$ cat config.mk
export PLATFORM = sky130hd
export DESIGN_NAME = cpg_top
export DESIGN_NICKNAME = d
export VERILOG_FILES = /design/src/hdl/cpg_pkg.sv /design/src/hdl/cpg_top.sv
export SDC_FILE = /design/constraint.sdc
export NUM_CORES = 1
export LEC_CHECK = 0
export BUFFER_PORTS_ARGS = -buffer_cell sky130_fd_sc_hd__buf_2
export CELL_PAD_IN_SITES_DETAIL_PLACEMENT = 0
export CELL_PAD_IN_SITES_GLOBAL_PLACEMENT = 1
export CORE_UTILIZATION = 47
export CTS_CLUSTER_SIZE = 16
export DETAILED_ROUTE_END_ITERATION = 8
export PLACE_DENSITY_LB_ADDON = 0.1
export RECOVER_POWER = 100
export REMOVE_ABC_BUFFERS = 1
export SYNTH_ARGS = -nofsm -noshare
export SYNTH_HDL_FRONTEND = slang
export SYNTH_SLANG_ARGS = --single-unit
export TNS_END_PERCENT = 50
$ cat constraint.sdc
create_clock -name hclk -period 4.62 [get_ports hclk]
set_input_delay 0.462 -clock hclk [delete_from_list [all_inputs] [get_ports hclk]]
set_output_delay 0.462 -clock hclk [all_outputs]
set_load 0.03 [all_outputs]
$ cat src/hdl/cpg_pkg.sv
package cpg_pkg;

  // Register byte offsets.
  localparam logic [7:0] CPG_OFS_PAIR_CTRL   = 8'h00;
  localparam logic [7:0] CPG_OFS_UPPER_MODE  = 8'h04;
  localparam logic [7:0] CPG_OFS_LOWER_MODE  = 8'h08;
  localparam logic [7:0] CPG_OFS_PERIOD_LO   = 8'h0C;
  localparam logic [7:0] CPG_OFS_PERIOD_HI   = 8'h10;
  localparam logic [7:0] CPG_OFS_DUTY_LO     = 8'h14;
  localparam logic [7:0] CPG_OFS_DUTY_HI     = 8'h18;
  localparam logic [7:0] CPG_OFS_SYS_CTRL    = 8'h1C;
  localparam logic [7:0] CPG_OFS_STATUS      = 8'h20;

  // Field positions in timer_pair_control.
  localparam int CPG_BIT_LOWER_RUN = 0;
  localparam int CPG_BIT_UPPER_RUN = 1;
  localparam int CPG_BIT_CASCADE   = 2;

  // Field positions in upper_timer_mode_reg.
  localparam int CPG_POS_TCK       = 0;
  localparam int CPG_BIT_EXT_CLK   = 3;
  localparam int CPG_POS_MODE      = 4;
  localparam int CPG_BIT_INIT_LVL  = 6;
  localparam int CPG_BIT_DBUF      = 7;

  // Field positions in system_control_one.
  localparam int CPG_BIT_DIV_OPT   = 0;
  localparam int CPG_BIT_SLOW      = 1;

  // Field positions in the status word.
  localparam int CPG_POS_COUNT     = 0;
  localparam int CPG_BIT_PIN       = 16;
  localparam int CPG_BIT_RUNNING   = 17;
  localparam int CPG_BIT_PENDING   = 18;

  // Reset values.
  localparam logic [7:0]  CPG_RST_BYTE  = 8'h00;
  localparam logic [15:0] CPG_RST_WORD  = 16'h0000;

  // Mode code that selects the 16-bit pulse generator.
  localparam logic [1:0] CPG_MODE_PPG = 2'h3;

  // Source clock codes with special meaning.
  localparam logic [2:0] CPG_TCK_000 = 3'h0;
  localparam logic [2:0] CPG_TCK_001 = 3'h1;
  localparam logic [2:0] CPG_TCK_111 = 3'h7;

  // Gear clock divider masks for codes 000 to 111: 2^11,2^10,2^8,2^6,2^4,2^2,2,1.
  localparam int CPG_PRE_W = 11;
  localparam logic [CPG_PRE_W-1:0] CPG_GEAR_MASK [8] = '{
    11'h7FF, 11'h3FF, 11'h0FF, 11'h03F, 11'h00F, 11'h003, 11'h001, 11'h000
  };

  // Low-frequency clock divider masks: /2^4, /2^3, /2^2.
  localparam logic [3:0] CPG_FS_MASK_16 = 4'hF;
  localparam logic [3:0] CPG_FS_MASK_8  = 4'h7;
  localparam logic [3:0] CPG_FS_MASK_4  = 4'h3;

  // AHB-Lite encodings.
  localparam logic [1:0] CPG_HTRANS_NONSEQ = 2'h2;
  localparam logic [1:0] CPG_HTRANS_SEQ    = 2'h3;

  typedef struct packed {
    logic        hsel;
    logic [31:0] haddr;
    logic [1:0]  htrans;
    logic        hwrite;
    logic [2:0]  hsize;
    logic [31:0] hwdata;
    logic        hready;
  } cpg_ahb_req_t;

  typedef struct packed {
    logic [15:0] period;
    logic [15:0] duty;
  } cpg_cmp_t;

endpackage

$ cat src/hdl/cpg_top.sv
// Overview of operation
// - Cascade bit joins both timers; only upper timer settings then count.
// - Upper mode field code 11 selects the 16-bit pulse generator.
// - External select 0 counts a prescaled internal clock chosen by 3-bit code.
// - Codes pick gear /2^11..1; divider option (codes 000, 001) or slow mode (000, 001, 111) use low clock.
// - Period and duty are 16 bits, each an upper and lower byte.
// - Write three bytes first; upper duty write commits all four together.
// - Initial-level bit sets idle pin level, driven while stopped.
// - Run bit set makes the 16-bit up counter count source clocks.
// - Count equal duty inverts pin and raises duty-match interrupt.
// - Count equal period restores pin, raises period interrupt, clears count.
// - Clearing run stops, clears counter and returns pin to idle level.
// - Double-buffer select bit at 1 enables the double buffer.
// - Buffered running: new values wait, go active on period match.
// - Buffered stopped: commit loads buffer and active values at once.
// - Unbuffered: commit loads active values at once, running or stopped.
// - Unbuffered value below count matches only after counter wraps.
// - Unbuffered value equal to count matches right after the write.
// - Reading period or duty returns last written value, not active one.
//
// Chosen here: the register addresses and register access over AHB-Lite.
`timescale 1ns/1ps
`default_nettype none

module cpg_top (
  // Clock and reset.
  input  wire logic              hclk,
  input  wire logic              hresetn,
  // AHB-Lite slave.
  input  wire cpg_pkg::cpg_ahb_req_t ahb_req,
  output var  logic              hreadyout,
  output var  logic              hresp,
  output var  logic [31:0]       hrdata,
  // Pins.
  input  wire logic              ext_clock_pin,
  input  wire logic              low_freq_clk,
  output var  logic              pulse_output_pin,
  // Interrupt requests.
  output var  logic              duty_match_irq,
  output var  logic              period_match_irq
);
  import cpg_pkg::*;

  ////////////////////////////////////////////////////////////////////////////
  // State.

  typedef struct packed {
    logic                 wr_pend;
    logic [7:0]           wr_ofs;
    logic [31:0]          rdata;
    logic                 ready;
    logic [7:0]           pair_ctrl;
    logic [7:0]           upper_mode;
    logic [7:0]           lower_mode;
    logic [7:0]           sys_ctrl;
    logic [7:0]           period_lo;
    logic [7:0]           period_hi;
    logic [7:0]           duty_lo;
    logic [7:0]           duty_hi;
    cpg_cmp_t             buffered;
    cpg_cmp_t             active;
    logic                 load_pend;
    logic [CPG_PRE_W-1:0] pre;
    logic [3:0]           fs_div;
    logic [2:0]           ext_sync;
    logic [2:0]           fs_sync;
    logic [15:0]          count;
    logic                 running;
    logic                 pin;
    logic                 duty_irq;
    logic                 period_irq;
  } cpg_state_t;

  cpg_state_t st;
  cpg_state_t next_st;

  logic              enabled;
  logic              ext_edge;
  logic              fs_edge;
  logic              src_tick;
  logic              commit;
  logic              immediate;
  logic              init_lvl;
  logic [2:0]        tck;
  logic [15:0]       next_count;
  logic [15:0]       cmp_count;
  logic              cmp_en;
  cpg_cmp_t          written;
  cpg_cmp_t          cmp;

  ////////////////////////////////////////////////////////////////////////////
  // Combinational update.

  always_comb begin
    next_st = st;

    // Only upper timer fields take part; lower_mode is stored and ignored.
    enabled  = st.pair_ctrl[CPG_BIT_CASCADE] &&
               (st.upper_mode[CPG_POS_MODE +: 2] == CPG_MODE_PPG);
    init_lvl = st.upper_mode[CPG_BIT_INIT_LVL];
    tck      = st.upper_mode[CPG_POS_TCK +: 3];

    // Synchronisers: only stage 1 and 2 are read by logic.
    next_st.ext_sync = {st.ext_sync[1:0], ext_clock_pin};
    next_st.fs_sync  = {st.fs_sync[1:0], low_freq_clk};
    ext_edge = st.ext_sync[1] && !st.ext_sync[2];
    fs_edge  = st.fs_sync[1] && !st.fs_sync[2];

    // The dividers run freely so the first source tick after a start may
    // come early; a gated divider would cost one more enable per code.
    next_st.pre = st.pre + 1'b1;
    if (fs_edge) begin
      next_st.fs_div = st.fs_div + 1'b1;
    end

    // Source clock selection.
    src_tick = 1'b0;
    if (st.upper_mode[CPG_BIT_EXT_CLK]) begin
      src_tick = ext_edge;
    end else if (st.sys_ctrl[CPG_BIT_SLOW]) begin
      case (tck)
        CPG_TCK_000: src_tick = fs_edge && (st.fs_div == CPG_FS_MASK_16);
        CPG_TCK_001: src_tick = fs_edge && ((st.fs_div & CPG_FS_MASK_8) == CPG_FS_MASK_8);
        CPG_TCK_111: src_tick = fs_edge && ((st.fs_div & CPG_FS_MASK_4) == CPG_FS_MASK_4);
        default:     src_tick = 1'b0;
      endcase
    end else if (st.sys_ctrl[CPG_BIT_DIV_OPT] && (tck == CPG_TCK_000)) begin
      src_tick = fs_edge && (st.fs_div == CPG_FS_MASK_16);
    end else if (st.sys_ctrl[CPG_BIT_DIV_OPT] && (tck == CPG_TCK_001)) begin
      src_tick = fs_edge && ((st.fs_div & CPG_FS_MASK_8) == CPG_FS_MASK_8);
    end else begin
      src_tick = (st.pre & CPG_GEAR_MASK[tck]) == CPG_GEAR_MASK[tck];
    end

    //////////////////////////////////////////////////////////////////////////
    // Bus data phase: writes land here.

    commit = 1'b0;
    next_st.ready = 1'b1;
    next_st.wr_pend = 1'b0;
    if (st.wr_pend) begin
      case (st.wr_ofs)
        CPG_OFS_PAIR_CTRL:  next_st.pair_ctrl  = ahb_req.hwdata[7:0];
        CPG_OFS_UPPER_MODE: next_st.upper_mode = ahb_req.hwdata[7:0];
        CPG_OFS_LOWER_MODE: next_st.lower_mode = ahb_req.hwdata[7:0];
        CPG_OFS_SYS_CTRL:   next_st.sys_ctrl   = ahb_req.hwdata[7:0];
        CPG_OFS_PERIOD_LO:  next_st.period_lo  = ahb_req.hwdata[7:0];
        CPG_OFS_PERIOD_HI:  next_st.period_hi  = ahb_req.hwdata[7:0];
        CPG_OFS_DUTY_LO:    next_st.duty_lo    = ahb_req.hwdata[7:0];
        CPG_OFS_DUTY_HI: begin
          next_st.duty_hi = ahb_req.hwdata[7:0];
          commit = 1'b1;
        end
        default: begin
        end
      endcase
    end
    written.period = {st.period_hi, st.period_lo};
    written.duty   = {next_st.duty_hi, st.duty_lo};

    //////////////////////////////////////////////////////////////////////////
    // Commit of the four bytes.

    immediate = 1'b0;
    if (commit) begin
      next_st.buffered = written;
      if (!st.upper_mode[CPG_BIT_DBUF] || !st.running) begin
        next_st.active = written;
        next_st.load_pend = 1'b0;
        immediate = st.running && !st.upper_mode[CPG_BIT_DBUF];
      end else begin
        next_st.load_pend = 1'b1;
      end
    end

    //////////////////////////////////////////////////////////////////////////
    // Counter and pin.

    next_st.duty_irq   = 1'b0;
    next_st.period_irq = 1'b0;
    next_count = st.count + 1'b1;
    cmp        = next_st.active;
    cmp_count  = next_count;
    cmp_en     = 1'b0;
    next_st.running = enabled && st.pair_ctrl[CPG_BIT_UPPER_RUN];

    if (!enabled || !st.pair_ctrl[CPG_BIT_UPPER_RUN]) begin
      next_st.count = CPG_RST_WORD;
      next_st.pin   = init_lvl;
    end else if (src_tick) begin
      next_st.count = next_count;
      cmp_en = 1'b1;
    end else if (immediate) begin
      // A new value equal to the held count matches at once, off the tick.
      cmp_count = st.count;
      cmp_en = 1'b1;
    end

    // Values below the count match only after the wrap, by plain equality.
    if (cmp_en) begin
      if (cmp_count == cmp.period) begin
        next_st.count      = CPG_RST_WORD;
        next_st.pin        = init_lvl;
        next_st.period_irq = 1'b1;
        if (st.load_pend || (commit && st.upper_mode[CPG_BIT_DBUF])) begin
          next_st.active    = next_st.buffered;
          next_st.load_pend = 1'b0;
        end
      end else if (cmp_count == cmp.duty) begin
        next_st.pin      = !st.pin;
        next_st.duty_irq = 1'b1;
      end
    end

    //////////////////////////////////////////////////////////////////////////
    // Bus address phase.

    next_st.rdata = 32'h0000_0000;
    if (ahb_req.hsel && ahb_req.hready &&
        ((ahb_req.htrans == CPG_HTRANS_NONSEQ) || (ahb_req.htrans == CPG_HTRANS_SEQ))) begin
      if (ahb_req.hwrite) begin
        next_st.wr_pend = 1'b1;
        next_st.wr_ofs  = ahb_req.haddr[7:0];
      end else begin
        case (ahb_req.haddr[7:0])
          CPG_OFS_PAIR_CTRL:  next_st.rdata[7:0] = st.pair_ctrl;
          CPG_OFS_UPPER_MODE: next_st.rdata[7:0] = st.upper_mode;
          CPG_OFS_LOWER_MODE: next_st.rdata[7:0] = st.lower_mode;
          CPG_OFS_SYS_CTRL:   next_st.rdata[7:0] = st.sys_ctrl;
          CPG_OFS_PERIOD_LO:  next_st.rdata[7:0] = next_st.period_lo;
          CPG_OFS_PERIOD_HI:  next_st.rdata[7:0] = next_st.period_hi;
          CPG_OFS_DUTY_LO:    next_st.rdata[7:0] = next_st.duty_lo;
          CPG_OFS_DUTY_HI:    next_st.rdata[7:0] = next_st.duty_hi;
          CPG_OFS_STATUS: begin
            next_st.rdata[CPG_POS_COUNT +: 16] = st.count;
            next_st.rdata[CPG_BIT_PIN]         = st.pin;
            next_st.rdata[CPG_BIT_RUNNING]     = st.running;
            next_st.rdata[CPG_BIT_PENDING]     = st.load_pend;
          end
          default: begin
          end
        endcase
      end
    end
  end

  ////////////////////////////////////////////////////////////////////////////
  // Registers.

  always_ff @(posedge hclk or negedge hresetn) begin
    if (!hresetn) begin
      st <= '0;
    end else begin
      st <= next_st;
    end
  end

  assign hreadyout        = st.ready;
  assign hresp            = 1'b0;
  assign hrdata           = st.rdata;
  assign pulse_output_pin = st.pin;
  assign duty_match_irq   = st.duty_irq;
  assign period_match_irq = st.period_irq;

endmodule

`default_nettype wire

# Yosys cells after proc, flatten, opt, wreduce, memory -nomap -nowiden
# Memories as Yosys holds them, arrays and structs flattened.
# Index checks and enable logic that the tools add are counted.
[word_totals]
ff_bits = 199
latch_bits = 0
ram_bits = 0
rom_bits = 88
inputBits = 76
out_inout_bits = 37
elab_cells = 135
n_memories = 1
[op_classes]
addsub = 3
n_mul = 0
div_mod_pow = 0
order_cmp = 1
eq_ne = 26
shift = 0
mux = 44
n_bitwise = 2
n_reduce_logical = 32
[mem_list]
columns = ["memory", "words", "word_bits", "rd", "rd_ports_with_merged_regs", "wr", "line_no", "rtl"]
rows = [
  ["(no name shown)", 8, 11, 1, 0, 0, "cpg_top.sv:132", "src_tick = (st.pre & CPG_GEAR_MASK[tck]) == CPG_GEAR_MASK[tck];"],
]
[op_table]
columns = ["op", "count"]
rows = [
  ["2-to-1 mux 16 bit", 7],
  ["2-to-1 mux 33 bit", 3],
  ["one-hot mux 8 bit (9 select lines)", 1],
  ["2-to-1 mux 65 bit", 1],
  ["== test 8 x 5 -> 1 bit (second input constant)", 8],
  ["2-to-1 mux 32 bit", 2],
  ["2-to-1 mux 19 bit", 2],
  ["2-to-1 mux 11 bit", 3],
  ["== test 16 bit", 2],
  ["== test 8 x 4 -> 1 bit (second input constant)", 4],
  ["2-to-1 mux 8 bit", 4],
  ["2-to-1 mux 9 bit", 2],
  ["adder 16 x 1 -> 16 bit (second input constant)", 1],
  ["== test 8 x 3 -> 1 bit (second input constant)", 2],
  ["zero test 8 bit", 2],
  ["2-to-1 mux 1 bit", 16],
  ["logical AND 1 bit", 13],
  ["adder 11 x 1 -> 11 bit (second input constant)", 1],
  ["bitwise AND 11 bit", 1],
  ["== test 11 bit", 1],
  ["AND reduction 2 bit", 5],
  ["== test 2 bit (second input constant)", 4],
  ["== test 8 x 6 -> 1 bit (second input constant)", 1],
  ["zero test 1 bit", 7],
  ["other kinds (11)", 15],
]

# Depth between registers and ports, before layout
# Gate-level depths: netlist of the first run.
[logic_depth]
word_depth = 16
ltp_mapped = 15

# Least setup slack after synthesis of the first run
# No wires, ideal clock.
[synth_timing]
kind = "register -> register"
start = "register st[26] (netlist bit)"
end = "register st[50] (netlist bit)"
setup_ns = 0.125
arrival_time_ns = 3.506
path_slack_ns = 0.989
stages_incl_launch_ff = 14
n_path_buf = 1
synth_period_minus_slack_ns = 3.631
path_cell_list = "dfrtp_1 > ha_1 > ha_1 > nand3b_1 > a2111oi_0 > a211o_1 > a2111oi_0 > a2111oi_0 > xor2_1 > or3_1 > nor4_4 > nand3_2 > buf_6 > mux2_4"
[synth_lines]
columns = ["item", "line_no", "rtl"]
rows = [
  ["start: declaration", "cpg_top.sv:74", "cpg_state_t st;"],
  ["start signal: assignment", "cpg_top.sv:254", "st <= next_st;"],
]

==> flow_summary.json, run 1 <==
{
  "min_from": "ext_clock_pin",
  "instances_no_fill": 1267,
  "drtAntennaViolNets": 0,
  "dieArea_um2": 22390,
  "cts_buffers": 17,
  "drv_slew": 137,
  "cp.buffers_inverters": 2,
  "via_count": 7259,
  "hpwl_um": 18530,
  "r2r-end": "st[68]$_DFF_PN0_",
  "area_growth_pct": 8.854,
  "drcViolationCount": 0,
  "synth.largest_area_cell": "dfrtp_1",
  "rrSetupSlack_ns": 0.33,
  "synthCells": 963,
  "synth_cell_type_count": 72,
  "synth_top_area_share_pct": 48.61,
  "critical_path_required_ns": 4.94,
  "status": "finished with violations",
  "p_total_mw": 3.883,
  "fin_nets": 1058,
  "netSwitchingPower_mw": 1.117,
  "cp_max_fo": 32,
  "rsz0062_at_grt": "false",
  "grt_pass1_vias": 7019,
  "layout_common_cells": "dfrtp_1 (199), nand2_1 (104), mux2i_1 (78)",
  "cp_slowest_stage_delay_ns": 0.56,
  "path_cells": "ha_1 > ha_1 > nand3b_1 > a2111oi_0 > a211oi_1 > o211a_1 > clkbuf_1 > nor4_1 > o2111ai_1 > nor4_4 > nand3_1 > buf_12 > mux2_1",
  "worst_pin_slew_ns": 3.552,
  "internal-power_mw": 2.765,
  "post_cts_resized": 0,
  "worstSetupEndpointType": "register",
  "hold_viol": 0,
  "synth.area.top_cells": "dfrtp_1 (49%), mux2i_1 (7.6%), mux2_2 (7.1%)",
  "rows": 53,
  "setup_violations": 0,
  "insertion_delay_ns": 0.45,
  "pwr_density_cell_nw_per_um2": 348.2,
  "grt_usage_pct": 25.22,
  "worstPathArrival_ns": 4.62,
  "reg2reg_from": "st[26]$_DFFE_PN0P_",
  "reg2reg_depth": 13,
  "start_util_pct": 48.28,
  "whs_endpoint": "next_st[24]$_DFF_PN0_",
  "clock.fmax_ghz": 0.2329,
  "cts.sink_count": 199,
  "violations": "max-capacitance violations, max-slew violations",
  "grt_pass1_wl_um": 41910,
  "die_h_um": 149.6,
  "syn_area_per_cell_um2": 10.64,
  "synth_edf_count": 0,
  "period_share_pct": 92.95,
  "vias_per_cell": 5.729,
  "grt_overflow": 0,
  "ioPinCount": 113,
  "gp_congestion": 0.8652,
  "wl_met1_um": 12870,
  "syn_area_um2": 10240,
  "cts_buffer_depth": 2,
  "power_frac_seq_pct": 50.7,
  "synth-seq-area-share_pct": 48.61,
  "combPwrFrac_pct": 10.2,
  "hold_buffers": 0,
  "layout_commonest_cell": "dfrtp_1",
  "ir_drop_mv": 0.2424,
  "p_clk_share_pct": 39.1,
  "routed.top_layer": "met4",
  "p_leak_nw": 5.513,
  "pre_cts_slack_ns": 0.3985,
  "worstSetupPathType": "reg -> reg",
  "root_buffer": "clkbuf_16",
  "async_flop_share_pct": 100.0,
  "numPlacedInstances": 1234,
  "crit_family": "compound AO/OA/AOI/OAI gates",
  "maxSlewHeadroom_pct": -136.8,
  "synth_seq_cells": 199,
  "wl_met2_um": 12390,
  "cts.clk_slew.worst_paths_ns": 0.08,
  "first_pass_iters": 5,
  "switching_share_pct": 28.78,
  "yosysWarnings": 0,
  "wl_um": 26360,
  "worstSetupStartpointType": "register",
  "min_path_type": "in -> reg",
  "cap_violations": 3,
  "port_buffers": 46,
  "clock-skew-final_ns": 0.01229,
  "post-cts-setup-buffer-count": 0,
  "wl_met3_um": 776,
  "hold_depth": 1,
  "drive_gt1_share_pct": 13.72,
  "cp_num_cells": 13,
  "cpMaxStageDelayCell": "a2111oi_0",
  "grt_antenna_before_repair": 0,
  "min_period_ns": 4.294,
  "core_area_um2": 21220,
  "cts_tree": "built",
  "cts.htree.levels": 4,
  "ys.flop_type": "dfrtp_1",
  "finalWorstSetupSlack_ns": 0.3257,
  "cp_common_cell": "ha_1",
  "avgRoutedWirePerCell_um": 20.80,
  "fp.dieW_um": 149.6,
  "grt_max_degree": 84,
  "drt_iter0_markers": 494
}
-- sequential cells by signal, indices dropped and copies added (netlist names) --
name / cells
period_match_irq: 1
init_lvl: 1
hrdata: 19
st: 171
next_st: 4
hreadyout: 1
pulse_output_pin: 1
duty_match_irq: 1
-- cell families (layout without fill, tap and decap cells) --
kind of cell               Yosys count  count (layout)  synth area share (%)
adders and majority gates            4               4                0.4885
DFF                                199             199                 48.61
xor gates and xnor gates            62              62                 5.435
buffers and inverters              124             139                 5.960
muxes                              147             147                 15.34
other                                2              16               0.07331
and+or+nand+nor                    300             300                 15.07
AOI/OAI and AO/OA                  125             125                 9.026
-- metrics by stage --
stage	util (%)	cell area (um^2)	setup TNS, ns	hold WS, ns
3_3_place_gp	50.14	10640	0	0.3322
2_1_floorplan	-	9841	-19.33	0.1664
4_1_cts	52.95	11240	0	0.04533
5_1_grt	52.54	11150	0	0.1146
3_5_place_dp	50.14	10640	0	0.3427
6_report	52.55	11150	0	0.1245
-- cells in the mapped netlist (19+ instances only) --
| master | n |
|---|---|
| mux2i_1 | 78 |
| dfrtp_1 | 199 |
| inv_1 | 41 |
| and3_1 | 20 |
| nor3_1 | 20 |
| xnor2_1 | 39 |
| nor2_1 | 45 |
| nand2_1 | 104 |
| nand4_1 | 20 |
| a22oi_1 | 19 |
| mux2_2 | 65 |
| xor2_1 | 22 |
| buf_4 | 33 |
| nand3_1 | 26 |
| a21oi_1 | 21 |
| clkbuf_1 | 34 |
-- layer usage --
metal | vias to the layer above | GRT usage (%)
li1 | 3401 | -
met1 | 3703 | 36.91
met2 | 131 | 39.72
met3 | 24 | 2.683
met4 | 0 | 6.480
met5 | - | 0
-- worst max-delay path by stage --
stage / slack, ns / startpoint / endpoint
after detailed placement: 0.40 / st[26]$_DFFE_PN0P_ / st[50]$_DFF_PN0_
after CTS: 0.38 / st[26]$_DFFE_PN0P_ / st[50]$_DFF_PN0_
after floorplan: -0.78 / st[208]$_DFFE_PN0P_ / st[50]$_DFF_PN0_
final: 0.33 / st[26]$_DFFE_PN0P_ / st[68]$_DFF_PN0_
after global routing: 0.04 / st[26]$_DFFE_PN0P_ / st[57]$_DFF_PN0_
after global placement: 0.42 / st[26]$_DFFE_PN0P_ / st[50]$_DFF_PN0_
-- layout make-up --
class	instances	area [um^2]
antenna	1	2.502
multi-input combinational	653	4701
sequential	199	4980
inverter	42	157.7
clock inverter	15	172.7
tap	275	344.1
clock buffer	17	425.4
fill	2030	10070
timing repair buffer	65	369.1
-- worst register-to-register path, cell delays in order, from the launching register on --
cell       delay [ns]
dfrtp_1          0.38
ha_1             0.22
ha_1             0.17
nand3b_1         0.09
a2111oi_0        0.56
a211oi_1         0.19
o211a_1          0.43
clkbuf_1         0.21
nor4_1           0.51
o2111ai_1        0.27
nor4_4           0.39
nand3_1          0.18
buf_12           0.22
mux2_1           0.34
-- power groups by stage --
stage	sequential [mW]	combinational, mW	clock [mW]
floorplan	1.98	0.263	0
global placement	2.00	0.401	0
detailed placement	2.00	0.409	0
CTS	1.97	0.411	1.54
global route	1.99	0.446	1.62
finish	1.97	0.396	1.52
Power figures use the tool's default switching activity.
==> inputs of run 2 (changes only) <==
--- a/config.mk
+++ b/config.mk
@@ -8,12 +8,14 @@
 export BUFFER_PORTS_ARGS = -buffer_cell sky130_fd_sc_hd__buf_2
 export CELL_PAD_IN_SITES_DETAIL_PLACEMENT = 0
 export CELL_PAD_IN_SITES_GLOBAL_PLACEMENT = 1
+export CORE_ASPECT_RATIO = 1.2
 export CORE_UTILIZATION = 47
 export CTS_CLUSTER_SIZE = 16
 export DETAILED_ROUTE_END_ITERATION = 8
 export PLACE_DENSITY_LB_ADDON = 0.1
 export RECOVER_POWER = 100
 export REMOVE_ABC_BUFFERS = 1
+export SLEW_MARGIN = 20
 export SYNTH_ARGS = -nofsm -noshare
 export SYNTH_HDL_FRONTEND = slang
 export SYNTH_SLANG_ARGS = --single-unit
==> flow_summary.json, run 2 (same netlist as run 1, synthesis figures left out) <==
{
  "status": "finished with violations",
  "wl_um": 26150,
  "hpwl_um": 18430,
  "ir_drop_mv": 0.2343,
  "dieArea_um2": 22390,
  "cts_buffers": 17,
  "critical_path_required_ns": 4.94,
  "core_area_um2": 21190,
  "worstSetupPathType": "reg -> reg",
  "whs_endpoint": "next_st[24]$_DFF_PN0_",
  "cts_buffer_depth": 2,
  "avgRoutedWirePerCell_um": 20.75,
  "layout_commonest_cell": "dfrtp_1",
  "drive_gt1_share_pct": 13.43,
  "fin_nets": 1057,
  "cts_tree": "built",
  "root_buffer": "clkbuf_16",
  "port_buffers": 46,
  "drtAntennaViolNets": 0,
  "setup_tns_ns": 0,
  "hold_viol": 0,
  "drcViolationCount": 0,
  "min_from": "ext_clock_pin",
  "clock.fmax_ghz": 0.2406,
  "cap_violations": 2,
  "period_share_pct": 89.98,
  "grt_overflow": 0,
  "min_period_ns": 4.157,
  "r2r-end": "st[57]$_DFF_PN0_",
  "p_leak_nw": 5.496,
  "ioPinCount": 113,
  "rows": 58,
  "gp_congestion": 0.8791,
  "worst_pin_slew_ns": 2.824,
  "drt_iter0_markers": 462,
  "violations": "max-capacitance violations, max-slew violations",
  "insertion_delay_ns": 0.45,
  "grt_antenna_before_repair": 0,
  "grt_pass1_wl_um": 41230,
  "grt_usage_pct": 24.94,
  "vias_per_cell": 5.704,
  "worstPathArrival_ns": 4.48,
  "cp_max_fo": 9,
  "grt_pass1_vias": 7210,
  "post-cts-setup-buffer-count": 0,
  "hold_depth": 1,
  "layout_common_cells": "dfrtp_1 (199), nand2_1 (104), mux2i_1 (78)",
  "maxSlewHeadroom_pct": -88.26,
  "pwr_density_cell_nw_per_um2": 348.4,
  "cts.htree.levels": 4,
  "area_growth_pct": 8.427,
  "start_util_pct": 48.35,
  "reg2reg_from": "st[26]$_DFFE_PN0P_",
  "clock-skew-final_ns": 0.01590,
  "grt_max_degree": 115,
  "rrSetupSlack_ns": 0.46,
  "regMostFlops": "st",
  "setup_violations": 0,
  "post_cts_resized": 0,
  "worstSetupStartpointType": "register",
  "cts.sink_count": 199,
  "hold_buffers": 0,
  "fp.dieW_um": 136.8,
  "hold_ws_ns": 0.1245,
  "min_path_type": "in -> reg",
  "largest_reg_flops": 171,
  "rsz0062_at_grt": "false",
  "cts.clk_slew.worst_paths_ns": 0.07,
  "worstSetupEndpointType": "register",
  "via_count": 7187,
  "first_pass_iters": 5,
  "drv_slew": 135,
  "diodes": 0,
  "die_h_um": 163.7,
  "reg2reg_depth": 13
}
-- run 2: cell types whose count changed in the layout (fill, tap and decap cells not counted), sizes merged --
cell           before  now
bufinv              0    1
clkbuf             46   47
clkdlybuf4s25       1    0
clkinv              5    8
clkinvlp            3    1
diode               1    0
inv                49   46
-- run 2: worst max path at each step --
stage	start	to	slack, ns	depth (start not counted)
floorplan	st[208]$_DFFE_PN0P_	st[50]$_DFF_PN0_	-0.78	10
global placement	st[26]$_DFFE_PN0P_	st[57]$_DFF_PN0_	0.57	13
detailed placement	st[26]$_DFFE_PN0P_	st[57]$_DFF_PN0_	0.52	13
CTS	st[26]$_DFFE_PN0P_	st[57]$_DFF_PN0_	0.53	13
global route	st[26]$_DFFE_PN0P_	st[57]$_DFF_PN0_	0.15	14
finish	st[26]$_DFFE_PN0P_	st[57]$_DFF_PN0_	0.46	13
-- run 2: layout make-up --
type,count,area (um^2)
Inverter,42,157.7
Tap cell,270,337.8
Sequential cell,199,4980
Fill cell,1947,10080
Clock buffer,18,429.2
Clock inverter,14,162.7
Multi-Input combinational cell,653,4693
Timing Repair Buffer,64,347.8
-- run 2: power by group --
group | total (mW) | switching, mW | leakage [nW] | internal, mW
Combinational | 0.393 | 0.237 | 2.72 | 0.156
Clock | 1.50 | 0.733 | 0.285 | 0.770
Sequential | 1.97 | 0.102 | 2.49 | 1.87
-- run 2: through the flow --
stage	utilization, %	power (mW)	area, um^2	worst slack [ns]	cells
after floorplan	-	2.243	9841	-0.7820	894
final	52.42	3.870	11110	0.4630	1260
after global routing	52.42	4.036	11110	0.1514	1260
after global placement	50.08	2.402	10610	0.5680	1228
after detailed placement	50.08	2.413	10610	0.5198	1228
after CTS	52.88	3.913	11200	0.5285	1260
-- run 2: per-layer routing --
layer  vias to the layer above  wire length [um]  global-route usage [%]  part of all wire [%]
met4                         0               840                   9.890                   3.2
met2                       170             12540                   40.36                    48
li1                       3404                 -                       -                     -
met3                        45               854                   3.549                   3.3
met5                         -                 0                       0                     0
met1                      3568             11910                   33.67                    46
-- run 2: worst max-delay path, stage by stage, from the launching register on --
cell,delay [ns]
dfrtp_1,0.39
ha_1,0.24
ha_1,0.18
nand3b_1,0.07
a2111oi_0,0.52
a211oi_1,0.21
o211a_1,0.42
nor4_1,0.49
nor3_1,0.16
nand4bb_1,0.29
nor4_4,0.30
nand3_1,0.19
buf_4,0.24
mux2_1,0.34
==> inputs of run 3 (changes only) <==
--- a/config.mk
+++ b/config.mk
@@ -14,7 +14,6 @@
 export DETAILED_ROUTE_END_ITERATION = 8
 export PLACE_DENSITY_LB_ADDON = 0.1
 export RECOVER_POWER = 100
-export REMOVE_ABC_BUFFERS = 1
 export SLEW_MARGIN = 20
 export SYNTH_ARGS = -nofsm -noshare
 export SYNTH_HDL_FRONTEND = slang
==> flow_summary.json, run 3 (same netlist as run 1, synthesis figures left out) <==
{
  "status": "finished with violations",
  "violations": "max-capacitance violations, max-slew violations",
  "core_area_um2": 21190,
  "internal-power_mw": 2.846,
  "drv_slew": 236,
  "maxSlewHeadroom_pct": -98.00,
  "drcViolationCount": 0,
  "crit_path_end": "st[49]$_DFF_PN0_",
  "ir_drop_mv": 0.2843,
  "combPwrFrac_pct": 10.0,
  "grt_max_degree": 88,
  "min_path_type": "in -> reg",
  "startpoint": "st[206]$_DFFE_PN0P_",
  "cts_buffer_depth": 2,
  "p_leak_nw": 5.527,
  "reg2reg_depth": 9,
  "power_frac_seq_pct": 50.3,
  "clock-skew-final_ns": 0.01188,
  "gp_congestion": 0.9002,
  "ioPinCount": 113,
  "insertion_delay_ns": 0.44,
  "grt_usage_pct": 24.94,
  "cts_tree": "built",
  "die_h_um": 163.7,
  "cp_common_cell": "nor2_1",
  "cap_violations": 5,
  "first_pass_iters": 4,
  "setup_tns_ns": 0,
  "setup_violations": 0,
  "fp.dieW_um": 136.8,
  "r2r-end": "st[49]$_DFF_PN0_",
  "cts.clk_slew.worst_paths_ns": 0.08,
  "p_clk_share_pct": 39.7,
  "cp_max_fo": 40,
  "hpwl_um": 18690,
  "rows": 58,
  "vias_per_cell": 5.690,
  "cp_slowest_stage_delay_ns": 1.97,
  "reg2reg_from": "st[206]$_DFFE_PN0P_",
  "netSwitchingPower_mw": 1.080,
  "grt_pass1_vias": 6937,
  "worstSetupEndpointType": "register",
  "grt_pass1_wl_um": 41220,
  "dieArea_um2": 22390,
  "multiInputGateArea_um2": 4697,
  "cts.htree.levels": 4,
  "root_buffer": "clkbuf_16",
  "cts_buffers": 17,
  "worstSetupPathType": "reg -> reg",
  "drtAntennaViolNets": 0,
  "port_buffers": 46,
  "numPlacedInstances": 1229,
  "via_count": 7186,
  "period_share_pct": 92.72,
  "cpMaxStageDelayCell": "clkbuf_1",
  "nFillCells": 1985,
  "worstSetupStartpointType": "register",
  "min_period_ns": 4.284,
  "rrSetupSlack_ns": 0.34,
  "rsz0062_at_grt": "false",
  "diodes": 0,
  "clock.fmax_ghz": 0.2334,
  "pwr_density_cell_nw_per_um2": 352.2,
  "drive_gt1_share_pct": 14.00,
  "grt_overflow": 0,
  "layout_commonest_cell": "dfrtp_1",
  "start_util_pct": 48.35,
  "worstPathArrival_ns": 4.61,
  "avgRoutedWirePerCell_um": 20.93,
  "worst_pin_slew_ns": 2.947,
  "switching_share_pct": 27.51,
  "wl_um": 26440,
  "layout_common_cells": "dfrtp_1 (199), nand2_1 (104), mux2i_1 (78)",
  "cts.sink_count": 199,
  "seqCellArea_um2": 4980,
  "regMostFlops": "st",
  "area_growth_pct": 8.818,
  "path_cells": "nor3b_2 > nand3_1 > clkbuf_1 > nor2_1 > nor2_1 > nor2_1 > nand3_1 > buf_12 > mux2_2",
  "drt_iter0_markers": 478,
  "critical_path_required_ns": 4.95,
  "fin_nets": 1060,
  "largest_reg_flops": 171,
  "instances_no_fill": 1263,
  "grt_antenna_before_repair": 0,
  "hold_viol": 0,
  "hold_ws_ns": 0.1244
}
## run 3: power groups by stage
stage	clock [mW]	combinational, mW	sequential (mW)
floorplan	0	0.290	1.97
global placement	0	0.400	2.00
detailed placement	0	0.405	2.01
CTS	1.59	0.406	1.97
global route	1.65	0.439	1.99
finish	1.56	0.392	1.97
## run 3: stage by stage
stage	setup slack, ns	utilization, %	area (um^2)	power, mW
6_report	0.3364	52.61	11150	3.926
5_1_grt	0.04348	52.61	11150	4.077
4_1_cts	0.3055	52.99	11230	3.974
3_5_place_dp	0.3092	50.06	10610	2.413
3_3_place_gp	0.4081	50.06	10610	2.403
2_1_floorplan	0.9892	-	10290	2.263
## run 3: worst max-delay path, delay by kind of cell (launching register included)
| family | cells | cell delay [ns] |
|---|---|---|
| buffers and inverters | 2 | 2.24 |
| flip-flops | 1 | 0.39 |
| multiplexers | 1 | 0.37 |
| AND/OR/NAND/NOR | 6 | 1.16 |
## run 3: how the worst min path moves through the flow
stage,from,endpoint,slack [ns],cells past startpoint
6_report,ext_clock_pin,next_st[24]$_DFF_PN0_,0.12,1
2_1_floorplan,hresetn,duty_match_irq$_DFF_PN0_,0.17,0
4_1_cts,hresetn,hrdata[9]$_DFF_PN0_,0.08,1
3_3_place_gp,next_st[21]$_DFF_PN0_,next_st[22]$_DFF_PN0_,0.33,0
3_5_place_dp,next_st[21]$_DFF_PN0_,next_st[22]$_DFF_PN0_,0.33,0
5_1_grt,ext_clock_pin,next_st[24]$_DFF_PN0_,0.11,1
## run 3: final cells by class
class,count,area share [%]
Clock inverter,12,1.392
Timing Repair Buffer,67,3.176
Sequential cell,199,44.67
Clock buffer,20,4.186
Tap cell,270,3.030
Multi-Input combinational cell,653,42.13
Inverter,42,1.414
## run 3: layer usage
metal / vias to the layer above / global-route usage (%) / share of wire [%]
met3: 34 / 3.488 / 2.5
met1: 3621 / 33.88 / 46
li1: 3412 / - / -
met2: 119 / 41.46 / 49
met4: 0 / 7.093 / 1.8
met5: - / 0 / 0
## run 3: repair_timing
item / in CTS / in global routing
setup buffers: 0 / 2
hold buffers: 0 / 0
gates resized for setup: 0 / 0
setup endpoints to repair: 0 / 5
